## src/adc_mode_pkg.sv

```systemverilog
package adc_mode_pkg;
	localparam int          NUM_CHANNELS   = 8;
	localparam logic [7:0]  CONV_TIME_BASE = 8'h30;
	localparam logic [7:0]  MODE_BASE      = 8'h38;
	localparam logic [7:0]  CONV_TIME_RST  = 8'h91;
	localparam logic [7:0]  MODE_RST       = 8'h00;
	localparam int          CHOPPING_ENABLE_BIT       = 7;
	localparam int          MODE_HI        = 7;
	localparam int          MODE_LO        = 5;
	localparam int          CLOCK_OUTPUT_DISABLE_BIT     = 4;
	localparam int          WIDTH_BIT      = 1;
	localparam int          CLAMP_BIT      = 0;
	localparam logic [17:0] CHOPPING_ENABLE_MUL_SHIFT = 18'd7;
	localparam logic [17:0] NOCHOP_SHIFT   = 18'd6;
	localparam logic [17:0] CHOPPING_ENABLE_OFS_ONE   = 18'd262;
	localparam logic [17:0] NOCHOP_OFS_ONE = 18'd213;
	localparam logic [7:0]  CAL_SEL_BASE   = 8'h30;

	typedef enum logic [2:0] {
		MODE_IDLE, MODE_CONT, MODE_SINGLE, MODE_STANDBY,
		MODE_SELF_ZERO, MODE_SELF_FULL, MODE_SYS_ZERO, MODE_SYS_FULL
	} op_mode_t;

	typedef struct packed {
		logic       wr;
		logic       rd;
		logic [7:0] addr;
		logic [7:0] wdata;
	} reg_req_t;

	typedef struct packed {
		logic       done;
		logic [2:0] channel;
	} conv_evt_t;
endpackage

```

## src/conv_timer.sv

```systemverilog
module conv_timer
	import adc_mode_pkg::*;
#(
	parameter int CW = 18
) (
	input  wire logic          ref_clk,     // Master clock.
	input  wire logic          resetn,      // Async reset, active low.
	input  wire logic          start,       // Restart count, one cycle.
	input  wire logic          abort,       // Stop counting.
	input  wire logic [7:0]    conv_time,   // Active conversion time reg.
	input  wire logic          multi,       // Two or more channels cycling.
	output logic               done         // Elapsed pulse.
);
	if (CW < 15) begin
		$error("CW too narrow for the longest conversion");
	end

	logic [CW-1:0] cnt_q, cnt_d, len;
	logic          run_q, run_d, done_d;

	always_comb begin
		if (conv_time[CHOPPING_ENABLE_BIT]) begin
			len = CW'(({11'h0, conv_time[6:0]} << CHOPPING_ENABLE_MUL_SHIFT)
				+ CHOPPING_ENABLE_OFS_ONE + {17'h0, multi});
		end else begin
			len = CW'(({11'h0, conv_time[6:0]} << NOCHOP_SHIFT)
				+ NOCHOP_OFS_ONE + {17'h0, multi});
		end
	end

	// Count runs 1..len; done fires on the cycle that reaches len.
	always_comb begin
		cnt_d  = cnt_q;
		run_d  = run_q;
		done_d = 1'b0;
		if (abort) begin
			run_d = 1'b0;
		end else if (start) begin
			run_d = 1'b1;
			cnt_d = CW'(1);
		end else if (run_q) begin
			if (cnt_q >= len - CW'(1)) begin
				done_d = 1'b1;
				run_d  = 1'b0;
			end
			cnt_d = cnt_q + CW'(1);
		end
	end

	always_ff @(posedge ref_clk or negedge resetn) begin
		if (!resetn) begin
			cnt_q <= '0;
			run_q <= 1'b0;
			done  <= 1'b0;
		end else begin
			cnt_q <= cnt_d;
			run_q <= run_d;
			done  <= done_d;
		end
	end
endmodule

```

## src/adc_conversion_mode_control.sv

```systemverilog
// Function
// - Eight 8-bit RW conversion time registers at 0x30 upward, reset 0x91.
// - Bit 7 enables chopping for that channel, resets to one.
// - Bits 6..0 hold the filter word, reset 0x11.
// - Chopping: filter word*128 plus 262, or 263 when several channels.
// - No chopping: filter word*64 plus 213, or 214 when several channels.
// - One 8-bit RW mode register, written at 0x38..0x3f, reset 0x00.
// - Mode write clears status, raises ready_n, aborts, starts new mode.
// - Mode write latches low two address bits as selector.
// - Bits 7..5 are the mode field; a new value takes effect at once.
// - Modes: idle, continuous, single, standby, four calibrations.
// - Selector means first channel, channel, time setting or channel.
// - Idle after reset; back to idle after calibration or single.
// - Continuous: flag each finished channel, move to next enabled one.
// - Mode bit 1 selects 24-bit data registers, else 16-bit.
// - Clamp bit forces out-of-range data to all zeros or ones.
module adc_conversion_mode_control
	import adc_mode_pkg::*;
#(
	parameter int CHANNELS = NUM_CHANNELS
) (
	input  wire logic                ref_clk,        // Master clock.
	input  wire logic                resetn,         // Async reset, low.
	input  adc_mode_pkg::reg_req_t   req,            // Register access.
	input  wire logic [CHANNELS-1:0] channel_enable, // Continuous enables.
	output logic [7:0]               rdata,          // Read data.
	output logic                     ready_n,        // Ready pin, low.
	output logic [CHANNELS-1:0]      status_ready,   // Per-channel ready.
	output adc_mode_pkg::conv_evt_t  conv_evt,       // Conversion finished.
	output logic [2:0]               active_channel, // Channel converting.
	output logic                     converting,     // Any conversion on.
	output logic                     data_24bit,     // Data width 24.
	output logic                     clamp_enable,   // Clamp out of range.
	output logic                     clock_output_disable // Clock out off.
);
	import adc_mode_pkg::*;

	if (CHANNELS != NUM_CHANNELS) begin
		$error("CHANNELS must match the eight time registers");
	end

	logic [7:0]          ctime_q [CHANNELS];
	logic [7:0]          ctime_d [CHANNELS];
	logic [7:0]          mode_q, mode_d;
	logic [1:0]          sel_q, sel_d;
	logic [2:0]          chan_q, chan_d;
	logic                run_q, run_d;
	logic [CHANNELS-1:0] stat_q, stat_d;
	logic                rdyn_q, rdyn_d;
	logic [7:0]          rdata_d;
	conv_evt_t           evt_d;
	logic                start, abort, done, multi, mode_wr;
	logic [2:0]          next_ch;
	logic [3:0]          n_en;
	op_mode_t            cur_mode, new_mode;

	assign cur_mode = op_mode_t'(mode_q[MODE_HI:MODE_LO]);
	assign new_mode = op_mode_t'(req.wdata[MODE_HI:MODE_LO]);
	// The whole eight-address block selects the mode register; the low
	// two address bits only carry the selector.
	assign mode_wr  = req.wr && (req.addr[7:3] == MODE_BASE[7:3]);

	// The next channel is searched upward with wrap-around; with no other
	// channel enabled the current one simply repeats.
	always_comb begin
		n_en = '0;
		for (int i = 0; i < CHANNELS; i++) begin
			n_en = n_en + {3'h0, channel_enable[i]};
		end
		// The extra cycle per conversion only applies while channels cycle.
		multi = (cur_mode == MODE_CONT) && (n_en > 4'd1);
		next_ch = chan_q;
		for (int k = CHANNELS - 1; k >= 1; k--) begin
			if (channel_enable[3'(chan_q + 3'(k))]) begin
				next_ch = 3'(chan_q + 3'(k));
			end
		end
	end

	always_comb begin
		ctime_d = ctime_q;
		mode_d  = mode_q;
		sel_d   = sel_q;
		chan_d  = chan_q;
		run_d   = run_q;
		stat_d  = stat_q;
		rdyn_d  = rdyn_q;
		evt_d   = '0;
		start   = 1'b0;
		abort   = 1'b0;
		// A time register may change mid-conversion; its length applies now.
		if (req.wr && req.addr[7:3] == CONV_TIME_BASE[7:3]) begin
			ctime_d[req.addr[2:0]] = req.wdata;
		end
		// Completion is handled first so a mode write in the same cycle wins.
		if (done && run_q) begin
			evt_d.done    = 1'b1;
			evt_d.channel = chan_q;
			case (cur_mode)
				MODE_CONT: begin
					stat_d[chan_q] = 1'b1;
					rdyn_d = 1'b0;
					chan_d = next_ch;
					start  = 1'b1;
				end
				MODE_SINGLE: begin
					stat_d[chan_q] = 1'b1;
					rdyn_d = 1'b0;
					run_d  = 1'b0;
					mode_d[MODE_HI:MODE_LO] = MODE_IDLE;
				end
				MODE_SELF_ZERO, MODE_SELF_FULL,
				MODE_SYS_ZERO, MODE_SYS_FULL: begin
					rdyn_d = 1'b0;
					run_d  = 1'b0;
					mode_d[MODE_HI:MODE_LO] = MODE_IDLE;
				end
				default: begin
					// Idle and standby never start the timer.
					run_d = 1'b0;
				end
			endcase
		end
		if (mode_wr) begin
			mode_d = req.wdata;
			sel_d  = req.addr[1:0];
			stat_d = '0;
			rdyn_d = 1'b1;
			abort  = 1'b1;
			// A completion in the same cycle is dropped with the old mode.
			evt_d  = '0;
			chan_d = {1'b0, req.addr[1:0]};
			case (new_mode)
				MODE_CONT, MODE_SINGLE, MODE_SYS_ZERO, MODE_SYS_FULL,
				MODE_SELF_ZERO, MODE_SELF_FULL: begin
					run_d = 1'b1;
					start = 1'b1;
				end
				default: begin
					run_d = 1'b0;
				end
			endcase
		end
	end

	// Reads see registered state only, so a read in the same cycle as a
	// write returns the old value.
	always_comb begin
		rdata_d = rdata;
		if (req.rd) begin
			if (req.addr[7:3] == CONV_TIME_BASE[7:3]) begin
				rdata_d = ctime_q[req.addr[2:0]];
			end else if (req.addr == MODE_BASE) begin
				rdata_d = mode_q;
			end else begin
				// Unmapped addresses and the mode aliases read as zero.
				rdata_d = 8'h00;
			end
		end
	end

	// Self-calibration uses the selected channel's time setting as its
	// conversion length; the other modes time the channel itself.
	logic [7:0] timed;
	always_comb begin
		timed = ctime_q[chan_q];
		if (cur_mode == MODE_SELF_ZERO || cur_mode == MODE_SELF_FULL) begin
			timed = ctime_q[{1'b0, sel_q}];
		end
	end

	// A mode write that starts a mode restarts the timer, not stops it.
	conv_timer u_timer (
		.ref_clk   (ref_clk),
		.resetn    (resetn),
		.start     (start),
		.abort     (abort && !start),
		.conv_time (timed),
		.multi     (multi),
		.done      (done)
	);

	always_ff @(posedge ref_clk or negedge resetn) begin
		if (!resetn) begin
			for (int i = 0; i < CHANNELS; i++) begin
				ctime_q[i] <= CONV_TIME_RST;
			end
			mode_q   <= MODE_RST;
			sel_q    <= '0;
			chan_q   <= '0;
			run_q    <= 1'b0;
			stat_q   <= '0;
			rdyn_q   <= 1'b1;
			conv_evt <= '0;
		end else begin
			ctime_q  <= ctime_d;
			mode_q   <= mode_d;
			sel_q    <= sel_d;
			chan_q   <= chan_d;
			run_q    <= run_d;
			stat_q   <= stat_d;
			rdyn_q   <= rdyn_d;
			conv_evt <= evt_d;
		end
	end

	always_ff @(posedge ref_clk or negedge resetn) begin
		if (!resetn) begin
			rdata <= 8'h00;
		end else begin
			rdata <= rdata_d;
		end
	end

	assign ready_n              = rdyn_q;
	assign status_ready         = stat_q;
	assign active_channel       = chan_q;
	assign converting           = run_q;
	assign data_24bit           = mode_q[WIDTH_BIT];
	assign clamp_enable         = mode_q[CLAMP_BIT];
	assign clock_output_disable = mode_q[CLOCK_OUTPUT_DISABLE_BIT];
endmodule

```

## config.mk

```make
export PLATFORM = sky130hd
export DESIGN_NAME = adc_conversion_mode_control
export DESIGN_NICKNAME = d
export VERILOG_FILES = /design/src/adc_mode_pkg.sv /design/src/conv_timer.sv /design/src/adc_conversion_mode_control.sv
export SDC_FILE = /design/constraint.sdc
export NUM_CORES = 1
export LEC_CHECK = 0
export BUFFER_PORTS_ARGS = -buffer_cell sky130_fd_sc_hd__clkbuf_2
export CORE_MARGIN = 2
export CORE_UTILIZATION = 40
export DETAILED_ROUTE_END_ITERATION = 6
export PLACE_DENSITY = 0.56
export SLEW_MARGIN = 10
export SYNTH_ARGS = -nofsm -noshare
export SYNTH_HDL_FRONTEND = slang
export SYNTH_HIERARCHICAL = 1
export SYNTH_SLANG_ARGS = --single-unit
```

## constraint.sdc

```tcl
create_clock -name ref_clk -period 9.1 [get_ports ref_clk]
set_input_delay 0 -clock ref_clk [delete_from_list [all_inputs] [get_ports ref_clk]]
set_output_delay 0 -clock ref_clk [all_outputs]
set_load 0.03 [all_outputs]
```

After elaboration in Yosys (flattened, before gate mapping)
Cells that the tools add are included.
{ "word_totals": {"register_bits": 119, "output_inout_bits": 28, "word_cells": 175} }
{ "classes": {"addsub": 20, "n_lt_le_gt_ge": 15, "n_eq_ne": 16, "mux": 72, "n_bitwise": 5, "reduce_logical": 26} }
{ "op_table": {"columns": ["operator", "count"], "rows": [
  ["8-bit 2-to-1 mux", 14],
  ["8-bit binary-select mux with 3-bit select", 3],
  ["64-bit bitwise mux", 1],
  ["18-bit 2-to-1 mux", 3],
  ["18-bit by 1-bit adder with 18-bit output", 2],
  ["3-bit 2-to-1 mux", 12],
  ["3-bit by 4-bit less-than comparator with 1-bit output (second input constant)", 8],
  ["1-bit 2-to-1 mux", 28],
  ["8-bit demux with 3-bit select", 1],
  ["3-bit == test (second input constant)", 8],
  ["1-bit binary-select mux with 3-bit select", 7],
  ["18-bit by 1-bit adder with 18-bit output (second input constant)", 1],
  ["18-bit greater-or-equal comparator", 1],
  ["18-bit by 1-bit subtractor with 18-bit output (second input constant)", 1],
  ["4-bit by 1-bit adder with 4-bit output", 4],
  ["14-bit by 9-bit adder with 15-bit output (second input constant)", 1],
  ["13-bit by 8-bit adder with 14-bit output (second input constant)", 1],
  ["3-bit adder (second input constant)", 4],
  ["4-bit greater-or-equal comparator (second input constant)", 3],
  ["2-bit nonzero test", 6],
  ["6-bit OR reduction", 2],
  ["5-bit by 3-bit == test with 1-bit output (second input constant)", 2],
  ["2-bit AND reduction", 5],
  ["8-bit by 6-bit == test with 1-bit output (second input constant)", 1],
  ["24 further kinds", 35]
]} }

Logic depth before layout (Yosys ltp)
Gate-level depths: netlist (run 1).
{ "logic_depth": {"depth_word": 17, "depth_mapped": 19} }

Hierarchy
The synthesis (run 1) kept the hierarchy.
{ "modules_own_cells": {"columns": ["mod", "n_inst", "cells_each", "area_each_um2", "seq_area_each_um2"], "rows": [
  ["adc_conversion_mode_control", 1, 481, 5945.7, 2508.7],
  ["conv_timer", 1, 183, 1606.5, 500.5]
]} }

Least setup slack after synthesis (run 1)
No wires, ideal clock.
{ "synth_timing": {"path_type": "reg-to-reg", "startpoint": "register chan_q[0] (netlist: active_channel[0])", "endpoint": "register u_timer.done", "t_arrival_ns": 4.038, "required_time_ns": 9.036, "setup_slack_ns": 4.998, "path_stages_with_launch": 16, "period_less_slack_ns": 4.102, "cell_sequence": "dfrtp_1 buf_6 clkbuf_1 mux4_2 mux2i_1 o21ai_0 ha_1 a21oi_1 xnor2_1 o21ai_0 ha_1 nand4_1 nor4_1 o21ai_0 a211oi_1 o21ba_2"} }
{ "synth_between": {"elab_chain_len": 14} }
{ "synth_lines": {"columns": ["item", "line_no", "rtl"], "rows": [
  ["start, declared", "adc_conversion_mode_control.sv:46", "logic [2:0] chan_q, chan_d;"],
  ["start signal, assigned", "adc_conversion_mode_control.sv:199", "chan_q <= chan_d;"],
  ["3-bit inverter with 4-bit output (implied by the code) (*)", "adc_conversion_mode_control.sv:166", "timed = ctime_q[chan_q];"],
  ["8-bit binary-select mux with 3-bit select (*)", "adc_conversion_mode_control.sv:166", null],
  ["8-bit 2-to-1 mux (implied by the code) (*) (2 in a row)", "adc_conversion_mode_control.sv:166", null],
  ["8-bit 2-to-1 mux (*)", "adc_conversion_mode_control.sv:167", "if (cur_mode == MODE_SELF_ZERO || cur_mode == MODE_SELF_FULL) begin"],
  ["via timed[2]", "adc_conversion_mode_control.sv:164", "logic [7:0] timed;"],
  ["14-bit by 9-bit adder with 15-bit output or 13-bit by 8-bit adder with 14-bit output (tied branches)", "conv_timer.sv:24, conv_timer.sv:27", null],
  ["18-bit by 1-bit adder with 18-bit output (on tied branches)", "conv_timer.sv:24, conv_timer.sv:27", null],
  ["18-bit 2-to-1 mux (*)", "conv_timer.sv:22", "if (conv_time[CHOPPING_ENABLE_BIT]) begin"],
  ["18-bit by 1-bit subtractor with 18-bit output (*)", "conv_timer.sv:42", "if (cnt_q >= len - CW'(1)) begin"],
  ["18-bit greater-or-equal comparator (*)", "conv_timer.sv:42", null],
  ["1-bit 2-to-1 mux (*)", "conv_timer.sv:42", null],
  ["1-bit 2-to-1 mux (*)", "conv_timer.sv:41", "end else if (run_q) begin"],
  ["1-bit 2-to-1 mux (*)", "conv_timer.sv:38", "end else if (start) begin"],
  ["1-bit 2-to-1 mux (*)", "conv_timer.sv:36", "if (abort) begin"],
  ["via u_timer.done_d", "conv_timer.sv:19", "logic run_q, run_d, done_d;"],
  ["end signal, assigned", "conv_timer.sv:58", "done <= done_d;"],
  ["end, declared", "conv_timer.sv:12", "output logic done"]
]} }
Mark *: on every way through the listed nets, which the timed path passes. The rest lies on a longest branch. The select of a mux whose other input is x is not followed.
A chain may end at the register's enable or synchronous reset.

Final worst setup path (run 1)
{ "layout_timing": {"startpoint": "register chan_q[1] (netlist: active_channel[1])", "endpoint": "register u_timer.done"} }
Same word-level chain as after synthesis.

==> metrics.txt, run 1 <==
IR Drop Worst-Case VDD=0.135 mV; IO Pins=56; Async S/R FF share, synth=100%; H-tree Lvls=4; Hold Path Depth=2; CTS sink count=roughly 120; Max Root-Sink Buffers=2; Slew headroom=approximately 28%; number of setup buffers added after CTS=0; skew final=slightly above 0.006 ns; status=finished, final reports clean; yosys warns=6; # setup viols final=0; worst slew pin tran=1.07 ns; highest metal used=met4; WL met2=9050 um; Worst-path clk slew=0.06 ns; distinct cell type count after synthesis=64; Max FO, Critical Path=21; #FFs+latches synth=119; TritonCTS buffer count=17; Worst Setup Start Kind=register; sequential share of the synthesized area=39.8%; Hold Path End=rdata[0]$_DFFE_PN0P_; largest net degree at the start of global routing=83; Mapped Area=around 7600 sq um; first-pass GRT wire length=31700 um; RSZ-0062 raised after global routing=no; Post-Route WL=19100 um; Fin. Hold Viols=0; Routability Congestion=0.894; Starting Density=40.5%; beginning of the worst hold path=req[16]; Reg power frac=a little over a third; Synth Net Count=723; R2R Path Start=active_channel[1]$_DFFE_PN0P_; CTS root buffer=clkbuf_16; Final ANT Viol Nets=0; clk_lat worst skew=0.42 ns; Combinational Power Share=26.3%; nets@finish=around 800; CTS tree=built; Post-Syn Area per Cell=11.4 sq um; Power Density=209 nW/um^2; Row Count=50; via count=5583; max cap viols=0; FF-to-FF End=u_timer/done$_DFF_PN0_; Die H=141 um; Hold Path Class=in2reg; Pwr Total=1.83 mW; number of synthesized flops with an enable pin=0; Via density=just under 6; Tmin final=4.44 ns; chip width=141 um; Final Slew Violations=0; PortBufs=55; fmax=0.225 GHz; Required @ worst endpoint=9.46 ns; initial antenna violation count=1; number of global-route vias before repair=5723; Pleak=3.82 nW; ratio of cells with drive above 1 in the final layout=a little over a third; M1 wire length=roughly 8600 um; worst path arrival time=roughly 4.8 ns; clock network power share=a little under two fifths; Residual DRC=0; NetSw=594 uW; R2R setup slack=4.66 ns; cell depth of the worst flop-to-flop path=14; hpwl dp=13600 um; gr ovfl total=0; initial DRC count=378; ys flop type=dfrtp_1; met3 wire length=1120 um; antenna diode count=0; Overall Global Routing Usage=20.5%; Core Region=18600 sq um; First-pass DRT Iterations=5; CP Capture Type=register; die area=20000 sq um; Routed WL per cell=between 15 and 20 um; Final period util=48.8%; Sw Ratio=32.5%; Pint=around 1.2 mW; setup_tns=0 ns; crit path kind=reg2reg; Layout area overhead=15.4%; Synth Instances=approximately 660
==> critical path: stages (launching register included) <==
cell and delay, ns:
dfrtp_1 1.00, inv_2 0.31, mux2i_1 0.19, o21ai_0 0.59, inv_1 0.16, ha_1 0.24
a21oi_1 0.28, xnor2_1 0.15, o21ai_0 0.11, ha_1 0.33, nand4_1 0.12, nor4_1 0.27
o21ai_0 0.14, a211oi_1 0.29, o21ba_2 0.19
==> per-stage QoR <==
stage               hold WS, ns  cell area [sq um]  cells  utilization (%)  setup slack (ns)
finish                   0.0332               8710    965             46.7              4.66
global route             0.0641               8710    965             46.7              4.20
CTS                      0.0296               8710    965             46.7              4.66
detailed placement      0.00540               8020    924             43.0              4.69
global placement        -0.0103               8020    924             43.0              4.88
floorplan                -0.296               7550    664                -              5.00
==> layout by cell type (no fill, tap or decap), types with 10 or more instances in the layout <==
| master | count |
|---|---|
| a21oi_1 | 35 |
| clkbuf_16 | 17 |
| clkbuf_2 | 54 |
| dfrtp_1 | 94 |
| dfstp_2 | 25 |
| ha_1 | 27 |
| inv_1 | 23 |
| mux2_2 | 67 |
| mux2i_1 | 21 |
| mux4_2 | 47 |
| nand2_1 | 56 |
| nand3_1 | 15 |
| nor2_1 | 44 |
| o21ai_0 | 33 |
| xnor2_1 | 14 |
| xor2_1 | 10 |
==> synth_stat cells (8+ instances only) <==
cell type,n,area (sq um)
nor2_1,44,165
nand2_1,56,210
mux2_2,67,754
a21oi_1,35,175
and3_1,8,50.1
dfrtp_1,94,2350
o21ai_0,34,170
ha_1,27,338
nor4_1,8,50.1
mux2i_1,21,210
mux4_2,47,1060
nor2b_1,9,56.3
dfstp_2,25,657
nand2b_1,8,50.1
clkbuf_1,24,90.1
nor3_1,9,45.0
xor2_1,10,87.6
a31oi_1,9,56.3
nand3_1,15,75.1
xnor2_1,14,123
inv_1,23,86.3
==> power by group through the flow <==
| stage | combinational, mW | sequential [mW] | clock, mW |
|---|---|---|---|
| after floorplan | 0.350 | 0.670 | 0 |
| after global placement | 0.463 | 0.672 | 0 |
| after detailed placement | 0.476 | 0.676 | 0 |
| after CTS | 0.481 | 0.668 | 0.693 |
| after global routing | 0.533 | 0.678 | 0.719 |
| final | 0.481 | 0.668 | 0.677 |
==> final cells by class <==
cell class,count,area (sq um)
Inverter,25,93.8
Sequential cell,119,3010
Multi-Input combinational cell,484,4300
Clock buffer,20,447
Timing Repair Buffer,71,420
Tap cell,234,293
Clock inverter,12,153
Fill cell,1704,9930
==> sequential cells by signal, indices dropped and copies added, names as in the netlist <==
name	cells
sel_q	2
converting	1
ready_n	1
u_timer/run_q	1
u_timer/cnt_q	18
ctime_q	64
mode_q	8
conv_evt	4
active_channel	3
status_ready	8
u_timer/done	1
rdata	8
==> cell families after synthesis <==
kind of cell / after synthesis / synth area share (%)
adder cells (fa/ha/maj): 31 / 5.53
AND/OR/NAND/NOR: 192 / 13.6
multiplexers: 136 / 27.0
XOR/XNOR: 24 / 2.78
flip-flops: 119 / 39.8
AO/OA/AOI/OAI: 101 / 7.99
buffers and inverters: 61 / 3.26
==> routing by layer <==
layer  up-vias  GRT usage [%]
met5         -              0
met4         0           6.95
met3        29           4.12
met2       178           32.1
met1      2805           28.7
li1       2571              -
==> repair_timing <==
item                                   CTS  global route
endpoints found under the hold margin   88             0
hold buffers                             9             0
gates resized for setup                  0             0
==> worst max-delay path by stage <==
stage                                  startpoint                     end  slack (ns)  depth (start not counted)
floorplan           active_channel[0]$_DFFE_PN0P_  u_timer/done$_DFF_PN0_        5.00                         15
global placement    active_channel[1]$_DFFE_PN0P_  u_timer/done$_DFF_PN0_        4.88                         14
detailed placement  active_channel[1]$_DFFE_PN0P_  u_timer/done$_DFF_PN0_        4.69                         14
CTS                 active_channel[1]$_DFFE_PN0P_  u_timer/done$_DFF_PN0_        4.66                         14
global route        active_channel[1]$_DFFE_PN0P_  u_timer/done$_DFF_PN0_        4.20                         14
finish              active_channel[1]$_DFFE_PN0P_  u_timer/done$_DFF_PN0_        4.66                         14
(Power assumes the default switching activity.)
==> run 2: changes to the inputs <==
--- a/config.mk
+++ b/config.mk
@@ -9,7 +9,7 @@
 export CORE_MARGIN = 2
 export CORE_UTILIZATION = 40
 export DETAILED_ROUTE_END_ITERATION = 6
-export PLACE_DENSITY = 0.56
+export PLACE_DENSITY = 0.58
 export SLEW_MARGIN = 10
 export SYNTH_ARGS = -nofsm -noshare
 export SYNTH_HDL_FRONTEND = slang
==> constraint.sdc (replaced) <==
create_clock -name ref_clk -period 3.99 [get_ports ref_clk]
set_input_delay 0 -clock ref_clk [delete_from_list [all_inputs] [get_ports ref_clk]]
set_output_delay 0 -clock ref_clk [all_outputs]
set_load 0.03 [all_outputs]
==> run 2 against run 1 <==
Compared with the run above:
- via count is 1.4% higher
- largest power group unchanged
- clock power rose by 130%
- critical path depth stayed put
- final cell count rose by 2.0%
- worst setup slack got worse by 4.3 ns
- wire length rose by 2.3%
- register-to-register slack worse by 4.3 ns
- global-route usage is 0.13 points lower
==> metrics.txt, run 2 (synthesis gave the netlist of run 1 again) <==
status=finished, final reports clean (unchanged); Core Region=18600 sq um (unchanged); H-tree Lvls=4 (unchanged); Via density=5.75 (was 5.79); die area=20000 sq um (unchanged); via count=5662 (was 5583); R2R setup slack=0.32 ns (was 4.66 ns); crit path kind=reg2reg (unchanged); CP Capture Type=register (unchanged); Routability Congestion=0.853 (was 0.894); TritonCTS buffer count=17 (unchanged); Max FO, Critical Path=7 (was 21); chip width=141 um (unchanged); largest net degree at the start of global routing=69 (was 83); Worst-path clk slew=0.05 ns (was 0.06 ns); hpwl dp=13800 um (was 13600 um); Starting Density=40.5% (unchanged); Final period util=92.0% (was 48.8%); Row Count=50 (unchanged); clk_lat worst skew=0.42 ns (about the same); Hold Path Depth=2 (unchanged); # setup viols final=0 (unchanged); Fin. Hold Viols=0 (unchanged); first-pass GRT wire length=31600 um (was 31700 um); setup_tns=0 ns (unchanged); initial DRC count=292 (was 378); RSZ-0062 raised after global routing=no (unchanged); Required @ worst endpoint=4.30 ns (was 9.46 ns); Placed Instances=939 (was 924); gr ovfl total=0 (unchanged); max reg flops=64 (unchanged); skew final=0.0121 ns (was 0.00617 ns); Slew headroom=28.3% (was 28.4%); Final Slew Violations=0 (unchanged); most frequent cells in the layout=dfrtp_1, mux2_2, nand2_1 (unchanged); antenna diode count=0 (unchanged); IR Drop Worst-Case VDD=0.208 mV (was 0.135 mV); Overall Global Routing Usage=20.4% (was 20.5%); Hold Path Class=in2reg (unchanged); FF-to-FF End=u_timer/done$_DFF_PN0_ (unchanged); Power Density=478 nW/um^2 (was 209 nW/um^2); worst path arrival time=3.98 ns (was 4.80 ns); top flop regs=ctime_q (64), u_timer/cnt_q (18) (unchanged); cell depth of the worst flop-to-flop path=14 (unchanged); Residual DRC=0 (unchanged); R2R Path Start=active_channel[0]$_DFFE_PN0P_ (was active_channel[1]$_DFFE_PN0P_); beginning of the worst hold path=req[16] (unchanged); Post-Route WL=19600 um (was 19100 um); number of global-route vias before repair=5755 (was 5723); design area=8890 sq um (was 8710 sq um); IO Pins=56 (unchanged); Post-Layout Cell Count=984 (was 965); largest register by flop count=ctime_q (unchanged); Max Root-Sink Buffers=2 (unchanged); Tmin final=3.67 ns (was 4.44 ns); worst slew pin tran=1.07 ns (about the same); Pwr Total=4.25 mW (was 1.83 mW); CTS tree=built (unchanged); Fill cells=1692 (was 1704); CTS root buffer=clkbuf_16 (unchanged); First-pass DRT Iterations=4 (was 5); Layout area overhead=17.7% (was 15.4%); nets@finish=796 (was 777); Pleak=3.93 nW (was 3.82 nW); PortBufs=55 (unchanged); fmax=0.272 GHz (was 0.225 GHz); Die H=141 um (unchanged); ratio of cells with drive above 1 in the final layout=36.7% (was 34.9%); initial antenna violation count=0 (was 1); Worst Setup Start Kind=register (unchanged); Routed WL per cell=19.9 um (was 19.8 um); placed instance area=8140 sq um (was 8020 sq um); commonest non-fill, non-tap cell in the layout=dfrtp_1 (unchanged); max cap viols=0 (unchanged); CTS sink count=119 (unchanged); Final ANT Viol Nets=0 (unchanged); Hold Path End=rdata[5]$_DFFE_PN0P_ (was rdata[0]$_DFFE_PN0P_)
run 2: per-stage QoR:
| step | utilization (%) | setup slack (ns) | hold slack, ns |
|---|---|---|---|
| 3_5_place_dp | 43.6 | -0.0116 | -0.117 |
| 2_1_floorplan | - | 0.0662 | -0.296 |
| 6_report | 47.7 | 0.320 | 0.0226 |
| 5_1_grt | 47.7 | 0.0654 | 0.0495 |
| 4_1_cts | 47.5 | 0.0931 | 0.0280 |
| 3_3_place_gp | 43.6 | 0.0598 | -0.121 |
run 2: worst max path at each step:
| stage | from | to | cells past startpoint | slack (ns) |
|---|---|---|---|---|
| after floorplan | active_channel[2]$_DFFE_PN0P_ | u_timer/done$_DFF_PN0_ | 16 | 0.07 |
| after global placement | channel_enable[0] | u_timer/done$_DFF_PN0_ | 19 | 0.06 |
| after detailed placement | channel_enable[0] | u_timer/done$_DFF_PN0_ | 19 | -0.01 |
| after CTS | active_channel[0]$_DFFE_PN0P_ | u_timer/done$_DFF_PN0_ | 14 | 0.09 |
| after global routing | active_channel[0]$_DFFE_PN0P_ | u_timer/done$_DFF_PN0_ | 13 | 0.07 |
| final | active_channel[0]$_DFFE_PN0P_ | u_timer/done$_DFF_PN0_ | 14 | 0.32 |
run 2: final cells by class:
cell class,count,area [sq um],share of cell area [%]
tap,234,293,3.29
clock inverter,8,121,1.37
inverter,25,93.8,1.06
sequential,119,3010,33.9
clock buffer,24,492,5.53
multi-input combinational,484,4310,48.5
timing repair buffer,90,568,6.39
run 2: what timing repair did:
item                                    CTS  global route
endpoints found under the setup margin    0             2
hold buffers                             11             0
resized for setup                         0             6
setup buffers                             0             2
hold endpoints to repair                 88             0
run 2: metal layers:
layer	global-route usage, %	vias up	share of wire [%]
li1	-	2600	-
met1	27.6	2914	44
met2	33.9	122	50
met3	3.64	26	4.3
met4	6.05	0	1.4
met5	0	-	0
run 2: worst max-delay path, stage by stage (launching register included):
cell,delay [ns]
dfrtp_2,0.48
buf_4,0.17
buf_4,0.13
mux4_2,0.31
mux2i_1,0.06
o21ai_0,0.41
inv_1,0.15
ha_1,0.25
xnor2_1,0.12
o21ai_0,0.22
ha_1,0.31
a41o_1,0.22
a211oi_1,0.34
a211oi_2,0.14
o21ba_2,0.23
run 2: power breakdown:
group          switching [mW]  total [mW]  internal, mW
registers               0.156        1.50          1.34
logic                   0.664        1.16         0.501
clock network           0.538        1.58          1.05
total                    1.36        4.25          2.89
